$ cat src/hw/csh_defs.vh
`ifndef CSH_DEFS_VH
`define CSH_DEFS_VH

// ----------------------------------------
// Timing
// ----------------------------------------
`define CSH_CLK_MHZ    20
`define CSH_POR_NS     1000
`define CSH_POR_CYC    ((`CSH_POR_NS * `CSH_CLK_MHZ + 999) / 1000)
`define CSH_INIT_NS    500
`define CSH_INIT_CYC   ((`CSH_INIT_NS * `CSH_CLK_MHZ + 999) / 1000)
`define CSH_CNT_W      8

`endif

$ cat src/hw/csh_config_status_handshake.v
`timescale 1ns/1ns
`include "csh_defs.vh"

module csh_config_status_handshake (
  input wire sysClk,
  input wire reset_n,
  input wire clkEn,
  input wire chipEnableIn_n,
  input wire reconfigRequestIn_n,
  input wire dataComplete,
  input wire dataError,
  input wire loadCompleteLineIn,
  output reg loadCompleteLineOut,
  output reg loadCompleteLineOe,
  input wire configStatusLineIn,
  output reg configStatusLineOut,
  output reg configStatusLineOe,
  input wire chainPassEnable,
  input wire chainGpioOut,
  input wire chainGpioOe,
  output reg chainEnableOut,
  output reg chainEnableOe,
  output reg userMode,
  output reg userPinsTristate,
  output reg errorFlag
);

  // ----------------------------------------
  // Sequencer states
  // ----------------------------------------
  localparam [2:0] ST_POR = 3'h0;
  localparam [2:0] ST_IDLE = 3'h1;
  localparam [2:0] ST_LOAD = 3'h2;
  localparam [2:0] ST_INIT = 3'h3;
  localparam [2:0] ST_USER = 3'h4;
  localparam [2:0] ST_ERROR = 3'h5;
  localparam [2:0] ST_HOLD = 3'h6;

  // ----------------------------------------
  // State decoders
  // ----------------------------------------
  // Load-complete is let go only from init onward
  function releasesDone;
    input [2:0] st;
    begin
      releasesDone = (st == ST_INIT) || (st == ST_USER);
    end
  endfunction

  // Status is pulled during power-on reset and in error
  function pullsStatus;
    input [2:0] st;
    begin
      pullsStatus = (st == ST_POR) || (st == ST_ERROR);
    end
  endfunction

  function isUser;
    input [2:0] st;
    begin
      isUser = (st == ST_USER);
    end
  endfunction

  function isError;
    input [2:0] st;
    begin
      isError = (st == ST_ERROR);
    end
  endfunction

  // ----------------------------------------
  // State
  // ----------------------------------------
  reg [2:0] state;
  reg [2:0] next_state;
  reg [`CSH_CNT_W-1:0] count;
  reg [`CSH_CNT_W-1:0] next_count;
  reg reqPrev;
  reg configDone;
  reg next_configDone;

  // ----------------------------------------
  // Qualifiers
  // ----------------------------------------
  // Reset value of reqPrev matches the idle level: no false edge
  wire reqFall = reqPrev & ~reconfigRequestIn_n;
  wire inLoadOrInit = (state == ST_LOAD) || (state == ST_INIT);
  // Only count an external pull-down when we are not pulling ourselves
  wire extStatusLow = ~configStatusLineIn & ~configStatusLineOe &
    inLoadOrInit;

  // ----------------------------------------
  // Next-state logic
  // ----------------------------------------
  always @* begin
    next_state = state;
    next_count = count;
    next_configDone = configDone;
    case (state)
      ST_POR: begin
        if (count == `CSH_POR_CYC - 1) begin
          next_state = ST_IDLE;
          next_count = {`CSH_CNT_W{1'b0}};
        end else begin
          next_count = count + 1'b1;
        end
      end
      ST_IDLE: begin
        if (!chipEnableIn_n) begin
          next_state = ST_LOAD;
        end
      end
      ST_LOAD: begin
        if (chipEnableIn_n) begin
          next_state = ST_IDLE;
        end else if (dataError || extStatusLow) begin
          // Error wins over a completion in the same cycle
          next_state = ST_ERROR;
        end else if (dataComplete) begin
          next_state = ST_INIT;
          next_count = {`CSH_CNT_W{1'b0}};
        end
      end
      ST_INIT: begin
        if (extStatusLow) begin
          next_state = ST_ERROR;
        end else if (!loadCompleteLineIn) begin
          // Host still holding the line low: wait, initialise later
          next_count = {`CSH_CNT_W{1'b0}};
        end else if (count == `CSH_INIT_CYC - 1) begin
          next_state = ST_USER;
          next_configDone = 1'b1;
        end else begin
          next_count = count + 1'b1;
        end
      end
      ST_USER: begin
        next_state = ST_USER;
      end
      ST_ERROR: begin
        next_state = ST_ERROR;
      end
      ST_HOLD: begin
        next_configDone = 1'b0;
        if (reconfigRequestIn_n) begin
          next_state = ST_IDLE;
        end
      end
      default: begin
        next_state = ST_POR;
      end
    endcase
    // Reconfig request overrides any state except power-on reset
    if (state != ST_POR && (reqFall || !reconfigRequestIn_n)) begin
      next_state = ST_HOLD;
      next_configDone = 1'b0;
      next_count = {`CSH_CNT_W{1'b0}};
    end
  end

  // ----------------------------------------
  // Registers and pin drivers
  // ----------------------------------------
  always @(posedge sysClk) begin
    if (!reset_n) begin
      state <= ST_POR;
      count <= {`CSH_CNT_W{1'b0}};
      reqPrev <= 1'b1;
      configDone <= 1'b0;
      loadCompleteLineOut <= 1'b0;
      loadCompleteLineOe <= 1'b1;
      configStatusLineOut <= 1'b0;
      configStatusLineOe <= 1'b1;
      chainEnableOut <= 1'b0;
      chainEnableOe <= 1'b0;
      userMode <= 1'b0;
      userPinsTristate <= 1'b1;
      errorFlag <= 1'b0;
    end else if (clkEn) begin
      state <= next_state;
      count <= next_count;
      reqPrev <= reconfigRequestIn_n;
      configDone <= next_configDone;
      // Released only from init onward, and never in error
      loadCompleteLineOut <= 1'b0;
      loadCompleteLineOe <= !releasesDone(next_state);
      configStatusLineOut <= 1'b0;
      configStatusLineOe <= pullsStatus(next_state);
      if (chainPassEnable) begin
        chainEnableOut <= 1'b0;
        chainEnableOe <= next_configDone &&
          !isError(next_state);
      end else begin
        // Plain I/O only once the device runs the user design
        chainEnableOut <= chainGpioOut;
        chainEnableOe <= chainGpioOe && isUser(next_state);
      end
      userMode <= isUser(next_state);
      userPinsTristate <= !isUser(next_state);
      errorFlag <= isError(next_state);
    end
  end

endmodule // csh_config_status_handshake

$ cat config.mk
export PLATFORM = sky130hd
export DESIGN_NAME = csh_config_status_handshake
export DESIGN_NICKNAME = d
export VERILOG_FILES = /design/src/hw/csh_config_status_handshake.v
export VERILOG_INCLUDE_DIRS = /design/src /design/src/hw
export SDC_FILE = /design/constraint.sdc
export NUM_CORES = 1
export LEC_CHECK = 0
export BUFFER_PORTS_ARGS = -buffer_cell sky130_fd_sc_hd__clkbuf_2
export CAP_MARGIN = 5
export CORE_MARGIN = 4
export CORE_UTILIZATION = 42
export DETAILED_ROUTE_END_ITERATION = 7
export HOLD_SLACK_MARGIN = 0.15
export PLACE_DENSITY = 0.63
export RECOVER_POWER = 100
export SLEW_MARGIN = 20
export SYNTH_ARGS = -nofsm -noshare
export SYNTH_HDL_FRONTEND = slang
export SYNTH_SLANG_ARGS = --single-unit
$ cat constraint.sdc
create_clock -name sysClk -period 2.41 [get_ports sysClk]
set_input_delay 0.1205 -clock sysClk [delete_from_list [all_inputs] [get_ports sysClk]]
set_output_delay 0.1205 -clock sysClk [all_outputs]
set_load 0.05 [all_outputs]
======== Yosys cells after proc, flatten, opt, wreduce, memory -nomap -nowiden ========
Cells that the tools add are included.
operators by class
  muxes and demuxes ....................... 27
  bitwise gates (word level) .............. 6
  equality and inequality tests ........... 16
  add/subtract/negate cells ............... 1
  reduce and logical (&&, ||, !) cells .... 17
operator list
  cell                                                              number
  8-bit two-way mux                                                 8
  3-bit two-way mux                                                 10
  8-bit case mux with 3 select lines                                1
  3-bit case mux with 7 select lines                                1
  3-bit == test (second input constant)                             5
  3-bit by 2-bit != test with 1-bit output (second input constant)  4
  3-bit by 2-bit == test with 1-bit output (second input constant)  3
  8-bit by 1-bit adder with 8-bit output (second input constant)    1
  8-bit by 4-bit == test with 1-bit output (second input constant)  1
  8-bit by 5-bit == test with 1-bit output (second input constant)  1
  7-bit AND reduction                                               1
  3-bit logical NOT                                                 2
  1-bit two-way mux                                                 6
  1-bit logical OR                                                  5
  1-bit logical NOT                                                 4
  4-bit by 3-bit != test with 1-bit output (second input constant)  1
  4-bit nonzero test                                                1
  1-bit AND                                                         3
  3-bit by 1-bit == test with 1-bit output (second input constant)  1
  1-bit logical AND                                                 3
  1-bit NOT                                                         3
  3-bit nonzero test                                                1
  1-bit case mux with 2 select lines                                1
storage, ports and cells
  logic and storage cells ................. 78
  flip-flop bits (word level) ............. 20

======== Logic depth before layout (Yosys ltp) ========
  depth in word-level cells ............... 12
  mapped depth ............................ 8
  gate-level depth less buffers ........... 7

======== Least setup slack after synthesis ========
Ideal clock, no wire load.
  kind .................................... reg2reg
  start point ............................. reg configStatusLineOe
  end point ............................... reg count[2]
  setup slack ............................. 0.488 ns
  stages on the path, launching flop included .. 7
  data arrival time ....................... 1.852 ns
  path buffers ............................ 1
  period minus slack after synthesis ...... 1.922 ns
  data required time ...................... 2.340 ns
  cell sequence ........................... dfxtp_1 > o21bai_1 > nor4_2 > o221ai_2 > buf_2 > or3_1 > a21oi_1
between the ends
  cells in the longest elaborated chain, start to end .. 6
ends and longest elaborated chain
  item                                                RTL line                           source
  start, declared                                     csh_config_status_handshake.v:17   output reg configStatusLineOe,
  start signal, assigned                              csh_config_status_handshake.v:189  configStatusLineOe <= pullsStatus(next_state);
  1-bit NOT (*)                                       csh_config_status_handshake.v:90   wire extStatusLow = ~configStatusLineIn & ~configStatusLineOe &
  1-bit AND (*) (2 in a row)                          csh_config_status_handshake.v:90
  1-bit logical OR                                    csh_config_status_handshake.v:117  end else if (dataError || extStatusLow) begin
  3-bit by 2-bit != test with 1-bit output (no line)  -
  7-bit AND reduction (no line) (*)                   -
  end signal, assigned                                csh_config_status_handshake.v:168  count <= {`CSH_CNT_W{1'b0}};
  end signal, assigned                                csh_config_status_handshake.v:182  count <= next_count;
  end, declared                                       csh_config_status_handshake.v:77   reg [`CSH_CNT_W-1:0] count;
Every way passes the cells marked *; elsewhere a longest branch is shown, timed or not.
A chain may end at the register's enable or synchronous reset.

======== Final worst setup path ========
  start point ............................. reg state[1]
  end point ............................... reg count[6]
between the ends
  cells in the longest elaborated chain, start to end .. 6
ends and longest elaborated chain
  item                                                RTL line                                                             source
  start, declared                                     csh_config_status_handshake.v:75                                     reg [2:0] state;
  start signal, assigned                              csh_config_status_handshake.v:181                                    state <= next_state;
  3-bit by 2-bit == test with 1-bit output            csh_config_status_handshake.v:88, csh_config_status_handshake.v:100
  1-bit logical OR                                    csh_config_status_handshake.v:88                                     wire inLoadOrInit = (state == ST_LOAD) || (state == ST_INIT);
  1-bit AND                                           csh_config_status_handshake.v:90
  1-bit logical OR                                    csh_config_status_handshake.v:117
  3-bit by 2-bit != test with 1-bit output (no line)  -
  7-bit AND reduction (no line)                       -
Parallel ways exist; a longest one is shown, timed or not.

==> impl_metrics.csv <==
group,metric,value,unit
clock_network,cts_resized,0,
route,antenna_left,0,
sta,finalMaxSlewViolations,0,
clock_network,clk_pin_slew,0.11,ns
pwr,p_per_area,491,nW/um^2
setup_path,cp-end-kind,"register",
grt,grt_max_degree,16,
pwr,p_leak,0.000501,uW
clock_network,ctsRootBufferMaster,"clkbuf_4",
worst_hold_path,min_path_cells,2,
cells_and_area,mostFrequentLayoutCells,"19 x dfxtp_1, 11 x clkbuf_2, 10 x nor2_1, 10 x a21oi_1",
grt,grt_pass1_wl,5150,um
die,die_h,63.0,um
setup_path,required,2.65,ns
route,first_pass_iters,4,
pwr,p_sw_share,34.1,%
clock_network,numCtsBuffers,3,
pwr,pwr-share-comb,24.7,%
route,postRouteWirelength,2930,um
die,die_x,63.0,um
route,post_drt_via_cell_ratio,5.90,
sta,finalSetupViolCount,0,
setup_path,crit_slowest_cell,"dfxtp_1",
setup_path,crit_type,"reg2reg",
grt,grtUsageTotal,15.5,%
cells_and_area,finalNetCount,183,
sta,hold_violations,0,
placement,hpwl,2190,um
yosys,ys_top_cells_by_area,"dfxtp_1 30%, a21oi_1 3.5%, o21ai_0 3.5%",
clock_network,cts_tree,"built",
setup_path,slowest_delay,0.63,ns
die,design.die.area,3970,um^2
yosys,synth-async-reset-ratio,0,%
pwr,p_clk_share,23.8,%
sta,timing.setup.tns,0,ns
cells_and_area,area_growth,8.76,%
sta,worst_pin_slew,0.638,ns
sta,fmax,0.462,GHz
yosys,synth_cell_types,58,
clock_network,post_cts_buffers,0,
placement,place_congestion,0.905,
setup_path,path_buf_inv,0,
setup_path,critical_path_arrival,2.40,ns
worst_hold_path,hp-class,"in2reg",
die,start_util,44.9,%
grt,overflow,0,
yosys,synthFlopType,"dfxtp_1",
setup_path,cp_max_fo,15,
run_status,status,"finished, final reports clean",
clock_network,cts_buffer_depth,2,
clock_network,clock_sinks,19,
placement,place_area,1360,um^2
pwr,internal-power,448,uW
yosys,synth_top_area_cell,"dfxtp_1",
sta,fin_crit,2.16,ns
cells_and_area,fillers,276,
setup_path,r2r_slack,0.25,ns
setup_path,setup.worst_path.start_class,"register",
setup_path,crit_cells,5,
pwr,switching_power,231,uW
pwr,peakVddDrop,0.304,mV
setup_path,startpoint,"state[1]$_SDFFE_PN0P_",
cells_and_area,layout_commonest_cell,"dfxtp_1",
grt,first_global_vias,1110,
worst_hold_path,hold_start,"reset_n",
die,core-area,2830,um^2
setup_path,crit_family,"simple AND/OR/NAND/NOR gates",
setup_path,path_cells,"nor2b_1, nor4_2, o221ai_2, or3_2, a21oi_1",
pwr,p_seq_share,51.5,%
cells_and_area,design_area,1380,um^2
cells_and_area,antennaDiodeCount,0,
setup_path,r2r-start,"state[1]$_SDFFE_PN0P_",
yosys,yosysTopAreaCellShare,29.9,%
placement,io_buffers,18,
sta,rsz0062_at_grt,"no",
yosys,synth-edff-count,0,
yosys,synth_area,1270,um^2
route,first_iter_violations,65,
setup_path,reg2reg_depth,5,
clock_network,h-tree-depth,1,
yosys,ys_ff_latch,19,
die,io_pins,21,
yosys,ys_seq_area_share,29.9,%
sta,relSlewSlack,57.5,%
route,vias,1174,
flow_run,maxCapViolCount,0,
route,drc,0,
clock_network,clk_latency,0.29,ns
cells_and_area,final_layout_size_suffix_gt1_share,18.5,%
yosys,netlist_instances,150,
yosys,avgSynthCellArea,8.47,um^2
sta,finalCritPeriodShare,89.7,%
sta,fin_worst_skew,0.00194,ns
grt,grt_antenna_before_repair,0,
yosys,yosys_warnings,0,
route,wire_per_inst,14.7,um
die,num_rows,19,
==> cells in the mapped netlist, types with 3 or more instances <==
cell / number
nand3_1: 4
dfxtp_1: 19
or3_1: 4
nand4_1: 4
nor2_1: 10
a21oi_1: 9
buf_4: 4
nand2_1: 9
buf_2: 4
a21boi_0: 3
nand2b_1: 3
nor2b_1: 4
and2_1: 3
inv_1: 6
o21ai_0: 9
==> per-layer routing <==
metal,up-vias,GRT usage [%],wire (um)
li1,600,-,-
met1,543,22.4,1500
met2,29,23.8,1290
met3,2,1.98,126
met4,0,4.13,14
met5,-,0,0
==> flip-flops by register name (all words and copies together) (netlist names) <==
signal	count
count	8
state	3
chainEnableOe	1
chainEnableOut	1
configDone	1
configStatusLineOe	1
errorFlag	1
loadCompleteLineOe	1
userMode	1
userPinsTristate	1
==> power by group through the flow <==
stage	sequential (uW)	combinational, uW	clock, uW
2_1_floorplan	369	121	0
3_3_place_gp	355	170	0
3_5_place_dp	357	172	0
4_1_cts	350	177	170
5_1_grt	353	188	184
6_report	350	168	162
==> metrics by stage <==
| step | util (%) | instances | setup WS, ns | total power, uW | hold WS, ns |
|---|---|---|---|---|---|
| 6_report | 48.9 | 199 | 0.247 | 679 | 0.176 |
| 4_1_cts | 50.0 | 199 | 0.251 | 696 | 0.161 |
| 3_3_place_gp | 48.0 | 192 | 0.379 | 526 | 0.392 |
| 3_5_place_dp | 48.0 | 192 | 0.267 | 529 | 0.402 |
| 5_1_grt | 48.9 | 199 | 0.113 | 725 | 0.182 |
| 2_1_floorplan | - | 151 | 0.488 | 491 | 0.292 |
==> path summary, 6_finish.rpt <==
check,endpoint
setup / recovery,count[6]$_SDFFE_PN0P_
hold / removal,configStatusLineOe$_SDFFE_PN1P_
setup reg to reg,count[6]$_SDFFE_PN0P_
hold reg to reg,chainEnableOut$_SDFFE_PN0P_
==> area by class of cell <==
class                   instances  area, um^2  share of cell area [%]
multi-input cells             117         795                    57.5
flip-flops and latches         19         380                    27.5
repair buffers                 22         119                    8.60
well taps                      31        38.8                    2.81
clock buffers                   3        22.5                    1.63
inverters                       6        22.5                    1.63
clock inverters                 1        5.00                   0.362
==> cell families (layout without fill, tap and decap cells) <==
family / count (synthesis) / in the layout / share of synthesized area (%)
compound gates: 49 / 49 / 29.8
xor+xnor: 2 / 2 / 1.38
fa+ha+maj: 2 / 2 / 1.97
buf+inv: 15 / 32 / 6.00
flops: 19 / 19 / 29.9
mux: 1 / 1 / 0.886
other cells: 1 / 2 / 0.295
simple gates: 61 / 61 / 29.7
==> what timing repair did <==
| item | 4_1_cts | 5_1_grt |
|---|---|---|
| setup endpoints to repair | 0 | 0 |
| hold endpoints to repair | 2 | 0 |
| hold buffers | 3 | 0 |
Note: power is estimated with default switching activity, not from simulation.
